## config.mk

```make
export PLATFORM = sky130hd
export DESIGN_NAME = gsr_status_regs
export DESIGN_NICKNAME = d
export VERILOG_FILES = /design/src/rtl/gsr_pkg.sv /design/src/rtl/gsr_status_regs.sv
export SDC_FILE = /design/constraint.sdc
export NUM_CORES = 1
export LEC_CHECK = 0
export CORE_ASPECT_RATIO = 1.1
export CORE_MARGIN = 2
export CORE_UTILIZATION = 60
export CTS_CLUSTER_DIAMETER = 30
export DETAILED_ROUTE_END_ITERATION = 16
export DONT_BUFFER_PORTS = 1
export GPL_ROUTABILITY_DRIVEN = 0
export PLACE_DENSITY = 0.73
export SLEW_MARGIN = 10
export SYNTH_ARGS = -nofsm -noshare
export SYNTH_HDL_FRONTEND = slang
export SYNTH_SLANG_ARGS = --single-unit
```

## constraint.sdc

```tcl
create_clock -name clk -period 7.9 [get_ports clk]
set_input_delay 0.79 -clock clk [delete_from_list [all_inputs] [get_ports clk]]
set_output_delay 0.79 -clock clk [all_outputs]
set_load 0.02 [all_outputs]
```

## src/rtl/gsr_pkg.sv

```systemverilog
// Purpose: constants for the gripper status register bank
// Assumes: byte-wide status registers at byte offsets 0..5
// Notes: fault codes and field layouts shared by design and bench
package gsr_pkg;
  // register offsets
  localparam logic [3:0] OFF_STATE_FLAGS = 4'h0;
  localparam logic [3:0] OFF_RESERVED = 4'h1;
  localparam logic [3:0] OFF_FAULT = 4'h2;
  localparam logic [3:0] OFF_TARGET_ECHO = 4'h3;
  localparam logic [3:0] OFF_MEAS_POS = 4'h4;
  localparam logic [3:0] OFF_CURRENT = 4'h5;
  localparam logic [3:0] OFF_CMD = 4'h8;
  localparam logic [3:0] OFF_TARGET_REQ = 4'h9;
  localparam logic [3:0] OFF_SPEED_REQ = 4'ha;
  localparam logic [3:0] OFF_FORCE_REQ = 4'hb;
  // field positions in status byte zero
  localparam int BIT_ACT = 0;
  localparam int BIT_GTO = 3;
  localparam int POS_STA = 4;
  localparam int POS_OBJ = 6;
  // field positions in command byte
  localparam int CMD_ACT = 0;
  localparam int CMD_GTO = 3;
  localparam int CMD_ATR = 4;
  localparam int CMD_ARD = 5;
  // gripper state codes
  localparam logic [1:0] STA_RESET = 2'h0;
  localparam logic [1:0] STA_ACTIVATING = 2'h1;
  localparam logic [1:0] STA_ACTIVE = 2'h3;
  // object detection codes
  localparam logic [1:0] OBJ_MOVING = 2'h0;
  localparam logic [1:0] OBJ_OPEN_CONTACT = 2'h1;
  localparam logic [1:0] OBJ_CLOSE_CONTACT = 2'h2;
  localparam logic [1:0] OBJ_AT_TARGET = 2'h3;
  // fault codes
  localparam logic [3:0] FLT_NONE = 4'h0;
  localparam logic [3:0] FLT_DELAYED = 4'h5;
  localparam logic [3:0] FLT_NOT_ACTIVE = 4'h7;
  localparam logic [3:0] FLT_OVERTEMP = 4'h8;
  localparam logic [3:0] FLT_NO_COMM = 4'h9;
  localparam logic [3:0] FLT_UNDERVOLT = 4'ha;
  localparam logic [3:0] FLT_REL_BUSY = 4'hb;
  localparam logic [3:0] FLT_INTERNAL = 4'hc;
  localparam logic [3:0] FLT_ACT_FAIL = 4'hd;
  localparam logic [3:0] FLT_OVERCUR = 4'he;
  localparam logic [3:0] FLT_REL_DONE = 4'hf;
  localparam logic [3:0] FLT_MAJOR_MIN = 4'ha;
  localparam logic [3:0] FLT_MINOR_MIN = 4'h8;
  // force bands
  localparam logic [7:0] FORCE_HIGH_MIN = 8'h80;
  // timing
  localparam int CLK_HZ = 100_000_000;
  localparam int COMM_TIMEOUT_MS = 1000;
  localparam int COMM_TIMEOUT_CYC = CLK_HZ / 1000 * COMM_TIMEOUT_MS;
  localparam int BLINK_MS = 250;
  localparam int BLINK_CYC = CLK_HZ / 1000 * BLINK_MS;
endpackage : gsr_pkg

```

## src/rtl/gsr_status_regs.sv

```systemverilog
// Purpose: status register bank and command decode of a two-finger gripper
// Assumes: motion engine and sensors are outside; they report through inputs
// Notes: plain register port, read data valid the cycle after the read strobe
// How it works
// activation echo mirrors activation command bit
// motion echo mirrors go-to command bit
// state field 0, 1 or 3; 2 unused
// object field 0 while moving, no contact
// object field 1 on contact while opening
// object field 2 on contact while closing
// object field 3 at target or object lost
// controller ignores object field when motion zero
// object field in bits 7:6 of byte zero
// priority faults 5 delayed, 7 not activated
// minor faults 8 overtemp, 9 comm silence 1s
// major faults hold until activation rising edge
// major codes 0xa..0xf, zero is no fault
// led blue, solid red, or blinking red/blue
// byte three echoes target position request
// byte four returns encoder finger position
// byte five returns motor current, 10mA/count
// force zero: lowest force, re-grasp off
// force 1..127: low torque, re-grasp on
// force 128..255: high torque, re-grasp on
// go-to starts move with speed and force
// no motion without go-to except activation/release
// finished auto release faults until reactivation
// general fault low nibble, controller fault high
// reserved byte and bits read zero
`timescale 1ns/10ps
`default_nettype none
module gsr_status_regs #(
  parameter int COMM_TIMEOUT_CYC = gsr_pkg::COMM_TIMEOUT_CYC,
  parameter int BLINK_CYC = gsr_pkg::BLINK_CYC
) (
  input wire logic clk,
  input wire logic rst,
  // register port
  input wire logic [3:0] reg_addr,
  input wire logic [7:0] reg_wdata,
  input wire logic reg_wr,
  input wire logic reg_rd,
  output logic [7:0] reg_rdata,
  // motion engine handshake
  input wire logic activation_done,
  input wire logic activation_failed,
  input wire logic motion_stopped,
  input wire logic contact_detected,
  input wire logic closing_dir,
  input wire logic release_done,
  // sensors
  input wire logic [7:0] measured_position,
  input wire logic [7:0] motor_current_value,
  input wire logic over_temp,
  input wire logic under_voltage,
  input wire logic over_current,
  input wire logic internal_error,
  input wire logic [3:0] controller_fault_code,
  // motion engine commands
  output logic run_activation,
  output logic run_release,
  output logic release_opening,
  output logic move_enable,
  output logic [7:0] move_target,
  output logic [7:0] move_speed,
  output logic [7:0] move_force,
  output logic high_torque,
  output logic regrasp_enable,
  // fault indicator
  output logic led_blue,
  output logic led_red
);

  // gray coded along the usual path
  // release always exits to idle
  typedef enum logic [1:0] {
    GSR_IDLE = 2'b00,
    GSR_ACTIVATING = 2'b01,
    GSR_READY = 2'b11,
    GSR_RELEASING = 2'b10
  } gsr_state_t;

  // major band tops the code space
  // used by sequencer, mux and lamp
  function automatic logic gsr_is_major(input logic [3:0] code);
    gsr_is_major = code >= gsr_pkg::FLT_MAJOR_MIN;
  endfunction : gsr_is_major

  //////////////////////////////////////////////////////////////////////////////
  // command registers written by software
  logic [7:0] cmd_ff, nxt_cmd;
  logic [7:0] target_ff, nxt_target;
  logic [7:0] speed_ff, nxt_speed;
  logic [7:0] force_ff, nxt_force;
  logic [31:0] silence_ff, nxt_silence;
  logic comm_lost;
  // silence count saturates, so the
  // no-comm fault never self-clears
  // reads count as traffic as well
  // command bytes read back as written

  // any access counts as communication
  always_comb begin
    nxt_cmd = cmd_ff;
    nxt_target = target_ff;
    nxt_speed = speed_ff;
    nxt_force = force_ff;
    if (reg_wr) begin
      if (reg_addr == gsr_pkg::OFF_CMD) begin
        nxt_cmd = reg_wdata;
      end else if (reg_addr == gsr_pkg::OFF_TARGET_REQ) begin
        nxt_target = reg_wdata;
      end else if (reg_addr == gsr_pkg::OFF_SPEED_REQ) begin
        nxt_speed = reg_wdata;
      end else if (reg_addr == gsr_pkg::OFF_FORCE_REQ) begin
        nxt_force = reg_wdata;
      end
    end
    if (reg_wr || reg_rd) begin
      nxt_silence = '0;
    end else if (!comm_lost) begin
      nxt_silence = silence_ff + 32'h1;
    end else begin
      nxt_silence = silence_ff;
    end
  end

  // full-width compare, any timeout
  assign comm_lost = silence_ff >= 32'(COMM_TIMEOUT_CYC);

  always_ff @(posedge clk or posedge rst) begin
    if (rst) begin
      cmd_ff <= 8'h00;
      target_ff <= 8'h00;
      speed_ff <= 8'h00;
      force_ff <= 8'h00;
      silence_ff <= 32'h0;
    end else begin
      cmd_ff <= nxt_cmd;
      target_ff <= nxt_target;
      speed_ff <= nxt_speed;
      force_ff <= nxt_force;
      silence_ff <= nxt_silence;
    end
  end

  // named views of the command byte
  // positions shared with software
  wire logic act_cmd = cmd_ff[gsr_pkg::CMD_ACT];
  wire logic goto_cmd = cmd_ff[gsr_pkg::CMD_GTO];
  wire logic atr_cmd = cmd_ff[gsr_pkg::CMD_ATR];

  //////////////////////////////////////////////////////////////////////////////
  // activation / release sequencer and fault latch
  gsr_state_t state_ff, nxt_state;
  logic act_prev_ff, nxt_act_prev;
  logic [3:0] major_ff, nxt_major;
  logic rel_dir_ff, nxt_rel_dir;
  logic act_rise;

  // edge detect; history resets low,
  // the idle level: no edge at reset
  // a bit held high is no new edge:
  // clear and set it to leave a fault
  assign act_rise = act_cmd && !act_prev_ff;

  always_comb begin
    nxt_state = state_ff;
    nxt_act_prev = act_cmd;
    nxt_major = major_ff;
    nxt_rel_dir = rel_dir_ff;
    // major fault clears only on a fresh activation edge
    if (act_rise) begin
      nxt_major = gsr_pkg::FLT_NONE;
    end
    case (state_ff)
      GSR_IDLE: begin
        if (act_cmd && !gsr_is_major(nxt_major)) begin
          nxt_state = GSR_ACTIVATING;
        end
      end
      GSR_ACTIVATING: begin
        if (activation_failed) begin
          nxt_major = gsr_pkg::FLT_ACT_FAIL;
          nxt_state = GSR_IDLE;
        end else if (activation_done) begin
          nxt_state = GSR_READY;
        end
      end
      GSR_READY: begin
        if (atr_cmd) begin
          nxt_rel_dir = cmd_ff[gsr_pkg::CMD_ARD];
          nxt_state = GSR_RELEASING;
        end
      end
      // busy code reasserted each cycle
      // until the limits are reached
      default: begin
        nxt_major = gsr_pkg::FLT_REL_BUSY;
        if (release_done) begin
          nxt_major = gsr_pkg::FLT_REL_DONE;
          nxt_state = GSR_IDLE;
        end
      end
    endcase
    // live hardware faults; they win over sequencer codes
    if (under_voltage) begin
      nxt_major = gsr_pkg::FLT_UNDERVOLT;
    end else if (over_current) begin
      nxt_major = gsr_pkg::FLT_OVERCUR;
    end else if (internal_error) begin
      nxt_major = gsr_pkg::FLT_INTERNAL;
    end
    // clearing activation aborts everything; release keeps its own exit
    if (!act_cmd) begin
      nxt_state = GSR_IDLE;
    end else if (gsr_is_major(nxt_major) && state_ff != GSR_RELEASING) begin
      nxt_state = GSR_IDLE;
    end
  end

  // sequencer and fault latch regs
  always_ff @(posedge clk or posedge rst) begin
    if (rst) begin
      state_ff <= GSR_IDLE;
      act_prev_ff <= 1'b0;
      major_ff <= gsr_pkg::FLT_NONE;
      rel_dir_ff <= 1'b0;
    end else begin
      state_ff <= nxt_state;
      act_prev_ff <= nxt_act_prev;
      major_ff <= nxt_major;
      rel_dir_ff <= nxt_rel_dir;
    end
  end

  //////////////////////////////////////////////////////////////////////////////
  // status fields and fault priority
  logic [1:0] sta_field;
  logic [1:0] obj_field;
  logic [3:0] gen_fault;

  // fields decode live; the read
  // flop is their only register
  // object field ignores go-to: the
  // host disregards it then
  always_comb begin
    case (state_ff)
      GSR_ACTIVATING: sta_field = gsr_pkg::STA_ACTIVATING;
      GSR_READY: sta_field = gsr_pkg::STA_ACTIVE;
      default: sta_field = gsr_pkg::STA_RESET;
    endcase
    if (!motion_stopped) begin
      obj_field = gsr_pkg::OBJ_MOVING;
    end else if (contact_detected && !closing_dir) begin
      obj_field = gsr_pkg::OBJ_OPEN_CONTACT;
    end else if (contact_detected) begin
      obj_field = gsr_pkg::OBJ_CLOSE_CONTACT;
    end else begin
      obj_field = gsr_pkg::OBJ_AT_TARGET;
    end
    // major over minor over priority
    // one code fits the nibble; lower
    // classes reappear once it clears
    if (gsr_is_major(major_ff)) begin
      gen_fault = major_ff;
    end else if (over_temp) begin
      gen_fault = gsr_pkg::FLT_OVERTEMP;
    end else if (comm_lost) begin
      gen_fault = gsr_pkg::FLT_NO_COMM;
    end else if (goto_cmd && !act_cmd) begin
      gen_fault = gsr_pkg::FLT_NOT_ACTIVE;
    end else if (goto_cmd && state_ff == GSR_ACTIVATING) begin
      gen_fault = gsr_pkg::FLT_DELAYED;
    end else begin
      gen_fault = gsr_pkg::FLT_NONE;
    end
  end

  //////////////////////////////////////////////////////////////////////////////
  // motion engine drive and force mode
  logic [7:0] state_byte;
  logic [$clog2(BLINK_CYC + 1)-1:0] blink_cnt_ff, nxt_blink_cnt;
  logic blink_ff, nxt_blink;
  logic [7:0] rdata_ff, nxt_rdata;

  // engine requests straight from
  // state: a major fault ends them next cycle, but not release
  // auto-release overrides go-to,
  // only release_done or clearing activation ends a running release, a major fault does not
  assign run_activation = state_ff == GSR_ACTIVATING;
  assign run_release = state_ff == GSR_RELEASING;
  assign release_opening = rel_dir_ff;
  assign move_enable = goto_cmd && state_ff == GSR_READY && !atr_cmd;
  assign move_target = target_ff;
  assign move_speed = speed_ff;
  assign move_force = force_ff;
  // zero force also drops re-grasp
  assign high_torque = force_ff >= gsr_pkg::FORCE_HIGH_MIN;
  assign regrasp_enable = force_ff != 8'h00;

  // byte zero: echo bits, state, object; others zero
  always_comb begin
    state_byte = 8'h00;
    state_byte[gsr_pkg::BIT_ACT] = act_cmd;
    state_byte[gsr_pkg::BIT_GTO] = goto_cmd;
    state_byte[gsr_pkg::POS_STA +: 2] = sta_field;
    state_byte[gsr_pkg::POS_OBJ +: 2] = obj_field;
  end

  //////////////////////////////////////////////////////////////////////////////
  // fault led blink divider and read mux
  // divider free-runs; a new major
  // fault may start mid-period
  // unmapped indexes read as zero
  // sensors sampled at the strobe,
  // so each byte is one coherent
  // reading
  always_comb begin
    nxt_blink = blink_ff;
    if (blink_cnt_ff >= ($bits(blink_cnt_ff))'(BLINK_CYC - 1)) begin
      nxt_blink_cnt = '0;
      nxt_blink = !blink_ff;
    end else begin
      nxt_blink_cnt = blink_cnt_ff + 1'b1;
    end
    nxt_rdata = 8'h00;
    if (reg_rd) begin
      if (reg_addr == gsr_pkg::OFF_STATE_FLAGS) begin
        nxt_rdata = state_byte;
      end else if (reg_addr == gsr_pkg::OFF_FAULT) begin
        nxt_rdata = {controller_fault_code, gen_fault};
      end else if (reg_addr == gsr_pkg::OFF_TARGET_ECHO) begin
        nxt_rdata = target_ff;
      end else if (reg_addr == gsr_pkg::OFF_MEAS_POS) begin
        nxt_rdata = measured_position;
      end else if (reg_addr == gsr_pkg::OFF_CURRENT) begin
        nxt_rdata = motor_current_value;
      end else if (reg_addr == gsr_pkg::OFF_CMD) begin
        nxt_rdata = cmd_ff;
      end else if (reg_addr == gsr_pkg::OFF_TARGET_REQ) begin
        nxt_rdata = target_ff;
      end else if (reg_addr == gsr_pkg::OFF_SPEED_REQ) begin
        nxt_rdata = speed_ff;
      end else if (reg_addr == gsr_pkg::OFF_FORCE_REQ) begin
        nxt_rdata = force_ff;
      end
    end
  end

  always_ff @(posedge clk or posedge rst) begin
    if (rst) begin
      blink_cnt_ff <= '0;
      blink_ff <= 1'b0;
      rdata_ff <= 8'h00;
    end else begin
      blink_cnt_ff <= nxt_blink_cnt;
      blink_ff <= nxt_blink;
      rdata_ff <= nxt_rdata;
    end
  end

  // one cycle latency, no glitches
  assign reg_rdata = rdata_ff;

  // lamp follows the reported code,
  // never disagrees with the byte
  // major blinks alternately, minor solid red, else blue
  assign led_red = gsr_is_major(gen_fault) ? blink_ff : (gen_fault >= gsr_pkg::FLT_MINOR_MIN);
  assign led_blue = gsr_is_major(gen_fault) ? !blink_ff : (gen_fault < gsr_pkg::FLT_MINOR_MIN);

endmodule : gsr_status_regs
`default_nettype wire

```

**Yosys cells after proc, flatten, opt, wreduce, memory -nomap -nowiden**

Cells that the tools add are included.

- Add/subtract/negate cells: 2
- Multiply operators: 0
- Div/mod/pow operators: 0
- $lt $le $gt $ge: 9
- Equal/unequal tests: 17
- Shifts and indexed selects: 0
- Multiplexer cells: 39
- Bitwise logic cells: 3
- Reductions and logical operators: 25

Operator list:

| operator | count |
|---|---|
| 8-bit two-way mux | 10 |
| 32-bit two-way mux | 2 |
| 32-bit by 1-bit adder with 32-bit output (second input constant) | 1 |
| 32-bit by 27-bit >= comparator with 1-bit output (second input constant) | 1 |
| 4-bit two-way mux | 8 |
| 25-bit by 1-bit adder with 25-bit output (second input constant) | 1 |
| 25-bit >= comparator (second input constant) | 1 |
| 25-bit two-way mux | 1 |
| 4-bit >= comparator (second input constant) | 5 |
| 2-bit two-way mux | 9 |
| 4-bit equality test (second input constant) | 4 |
| 3-bit two-way mux | 3 |
| 4-bit by 2-bit equality test with 1-bit output (second input constant) | 2 |
| 4-bit by 3-bit equality test with 1-bit output (second input constant) | 2 |
| 8-bit >= comparator (second input constant) | 1 |
| 1-bit logical AND | 8 |
| 4-bit inequality test (second input constant) | 2 |
| 4-bit case mux with 2 select lines | 1 |
| 4-bit AND reduction | 2 |
| 8-bit nonzero test | 1 |
| 1-bit logical NOT | 6 |
| 6-bit by 3-bit inequality test with 1-bit output (second input constant) | 1 |
| 2-bit case mux with 3 select lines | 1 |
| 5-bit by 4-bit inequality test with 1-bit output (second input constant) | 1 |
| other kinds (15) | 21 |

- Register bits after elaboration: 106
- Latch bits: 0
- Memory bits (writable): 0
- ROM bits: 0
- Memories: 0

**Logic depth before layout (Yosys ltp)**

- Depth after elaboration: 12
- Mapped depth: 9
- Depth with buffers taken out: 8

**Least setup slack after synthesis**

No wires, ideal clock.

- Path type: reg-to-output
- Start: reg silence_ff[23]
- End: out led_red
- Arrival: 1927 ps
- Data required time: 7110 ps
- Setup slack: 5183 ps
- Stages on the path, launching flop included: 7
- Path buffers: 0
- Cell sequence: dfrtp_1 nand3_1 nor4_2 o211ai_1 nand3_1 o21ai_0 inv_1

- Cells in the longest elaborated chain, start to end: 6
- Elaborated cells on any way between the ends: 7
- Classes of those cells: 3 x order compare; 4 x mux

Ends and longest elaborated chain:

| element | line | source |
|---|---|---|
| from (decl) | gsr_status_regs.sv:95 | `logic [31:0] silence_ff, nxt_silence;` |
| from (signal assigned) | gsr_status_regs.sv:143 | `silence_ff <= nxt_silence;` |
| 32-bit by 27-bit >= comparator with 1-bit output * | gsr_status_regs.sv:129 | `assign comm_lost = silence_ff >= 32'(COMM_TIMEOUT_CYC);` |
| 4-bit two-way mux * | gsr_status_regs.sv:269 | `end else if (comm_lost) begin` |
| 4-bit two-way mux * | gsr_status_regs.sv:267 | `end else if (over_temp) begin` |
| 4-bit two-way mux * | gsr_status_regs.sv:265 | `if (gsr_is_major(major_ff)) begin` |
| 4-bit >= comparator (on tied branches) | gsr_status_regs.sv:369, gsr_status_regs.sv:86 |  |
| 1-bit two-way mux * | gsr_status_regs.sv:369 | `assign led_red = gsr_is_major(gen_fault) ? blink_ff : (gen_fault >= gsr_pkg::FLT_MINOR_MIN);` |
| to (decl) | gsr_status_regs.sv:71 | `output logic led_red` |

Every way passes the cells marked *; elsewhere a longest branch is shown, timed or not.

**Worst setup path in the final report**

Ends and elaborated chain as after synthesis.

==> impl_metrics.yaml <==
clock_network:
  clkTransAtPathRegs_ps: 100
  cts_tree: "built"
  root_buffer: "clkbuf_8"
  hold_buffers: 0
  cts_resized: 0
  cts_made_buffers: 9
  clockBufferDepth: 2
  clock_sinks: 106
  cts_setup_buffers: 0
  htree_num_levels: 3
  clock_latency_ps: 360
logic_synthesis:
  yosysMostFrequentCell: "dfrtp_1"
  syn_inst: 558
  ys_seq_area_share_pct: 46.9
  synth-async-reset-ratio_pct: 100
  synth_ff_type: "dfrtp_1"
  syn_area_um2: 5660
  synth_warnings: 0
  syn_avg_cell_area_um2: 10.1
  synth_nets: 612
  synth_seq_cells: 106
  synth_edf_count: 0
  synth_common_cells: "106 x dfrtp_1, 51 x nor2_1, 34 x mux2_2, 34 x nand2_1, 28 x o21ai_0"
  synth_cell_types: 67
  synthTopCellsByArea: "dfrtp_1 47%, mux2_2 6.8%, nor2_1 3.4%"
  synth_top_area_share_pct: 46.9
  synth_area_leader_cell: "dfrtp_1"
detailed_routing:
  ant_nets: 0
  first_pass_iters: 4
  viasPerCell: 6.33
  drt-initial-drc-count: 276
  wl_per_cell_um: 19.3
  num_vias: 4246
  drc_errors: 0
  drt-total-wl_um: 13000
min_path:
  min_path_type: "input port to asynchronous set/reset pin"
timing:
  rsz0062_at_grt: "no"
  whs_ps: 379
  fmax_ghz: 0.285
  drv_slew: 0
  finalHoldViolations: 0
  slew_headroom_pct: 35.7
  setup_tns_ps: 0
  fin_worst_skew_ps: 12.9
  period_share_pct: 44.5
  finalSetupViolations: 0
  worstMarginPinSlew_ps: 955
  min_period_ps: 3510
critical_path:
  cp_slowest_stage_delay_ps: 590
  cpMostUsedCell: "nand3_1"
  crit_type: "register to output pin"
  path_buf_inv: 2
  path_max_fanout: 14
  crit_family: "simple AND/OR/NAND/NOR gates"
  arrival_ps: 2720
  cp.required_ps: 7110
  crit_path_end_kind: "output pin"
  cp-start-kind: "register"
  crit_chain: "nand3_1, nor4_2, o211ai_1, buf_4, nand3_1, o21ai_0, inv_1"
  crit_slowest_cell: "nor4_2"
global_routing:
  antenna_found_initial: 0
  track_usage_pct: 26.6
  grt_max_degree: 58
  grt_first_pass_wirelength_um: 21000
  grt_pass1_vias: 4281
  overflow: 0
flow_run:
  maxCapViolations: 0
die:
  fp-row-count: 37
  start_util_pct: 61.1
  ios: 86
  chipHeight_um: 106
  die_w_um: 96.6
  core_um2: 9260
  die-area_um2: 10200
cells_and_area:
  drive_gt1_share_pct: 13.0
  area_delta_synth_final_pct: 5.59
  instances_no_fill: 671
  finalNetCount: 605
  insertedDiodeCount: 0
power:
  irDropWorstVdd_mv: 0.160
  power.leakage_nw: 2.49
  powerDensity_nw_per_um2: 195
placement:
  dpl.hpwl_um: 9560
  dp.cells: 657
  port_buffers: 0
outcome:
  status: "completed"
[metal layers]
layer / track usage [%] / vias up / routed length (um)
li1: - / 2012 / -
met1: 35.3 / 2091 / 5550
met2: 40.8 / 115 / 6310
met3: 7.29 / 28 / 797
met4: 11.7 / 0 / 301
met5: 0 / - / 0
[stage by stage]
stage | worst slack, ps | total power, W | cell area (um2) | util [%]
2_1_floorplan | 4320 | 0.000771 | 5660 | -
3_3_place_gp | 4850 | 0.000799 | 5750 | 62.1
3_5_place_dp | 4800 | 0.000807 | 5750 | 62.1
4_1_cts | 4380 | 0.00118 | 5970 | 64.5
5_1_grt | 4220 | 0.00122 | 5970 | 64.5
6_report | 4390 | 0.00117 | 5970 | 64.5
[final timing paths]
kind                                       startpoint                         end  slack (ps)  depth (start not counted)
setup / recovery           silence_ff[23]$_DFFE_PP0P_                     led_red        4390                          7
hold / removal                                    rst   silence_ff[3]$_DFFE_PP0P_         380                          1
setup reg to reg           silence_ff[23]$_DFFE_PP0P_  silence_ff[16]$_DFFE_PP0P_        5360                          6
hold reg to reg            silence_ff[29]$_DFFE_PP0P_  silence_ff[29]$_DFFE_PP0P_         490                          1
max in group asynchronous                         rst  move_target[5]$_DFFE_PP0P_        6390                          2
min in group clk                        under_voltage       major_ff[2]$_DFF_PP0_         490                          1
[cells by family (layout without fill, tap and decap cells)]
family | Yosys count | after routing | synth area share, %
AO/OA/AOI/OAI | 116 | 116 | 14.0
XOR/XNOR | 34 | 34 | 5.26
adder cells (fa/ha/maj) | 8 | 8 | 1.77
buffers and inverters | 39 | 35 | 2.61
flip-flops | 106 | 106 | 46.9
multiplexers | 40 | 40 | 8.93
AND/OR/NAND/NOR | 215 | 215 | 20.5
[state kept, by name, summed over array words and instances, names as in the netlist]
signal	count
move_target	8
blink_ff	1
cmd_ff	8
major_ff	4
silence_ff	32
move_force	8
act_prev_ff	1
state_ff	2
blink_cnt_ff	25
reg_rdata	8
release_opening	1
move_speed	8
[power by group]
group | internal, W | switching, W | total, W
Combinational | 0.0000627 | 0.0000548 | 0.000117
Sequential | 0.000585 | 0.0000931 | 0.000678
Clock | 0.000201 | 0.000171 | 0.000372
Total | 0.000849 | 0.000318 | 0.00117
[cell usage in the layout, fill, tap and decap left out, types with 3 or more instances in the layout]
cell type and n:
a21boi_0 3, a21o_1 4, a21oi_1 24, a221o_1 3
a221oi_1 3, a22oi_1 7, a31oi_1 6, and2_1 14
and3_1 8, and4_1 6, buf_4 3, clkbuf_8 12
dfrtp_1 106, ha_1 8, inv_1 17, mux2_2 34
mux4_2 5, nand2_1 34, nand2b_1 9, nand3_1 26
nand4_1 13, nor2_1 51, nor2b_1 11, nor3_1 7
nor4_1 5, o211ai_1 5, o21a_1 4, o21ai_0 28
o22ai_1 3, o31ai_1 3, o41ai_1 3, or3_1 13
xnor2_1 14, xor2_1 20
[layout make-up]
cell class / count / area [um2]
clock inverters: 2 / 60.1
flip-flops and latches: 106 / 2650
fillers: 726 / 3280
clock buffers: 12 / 165
repair buffers: 3 / 22.5
well taps: 117 / 146
inverters: 18 / 70.1
multi-input cells: 413 / 2860
Power figures use the tool's default switching activity.
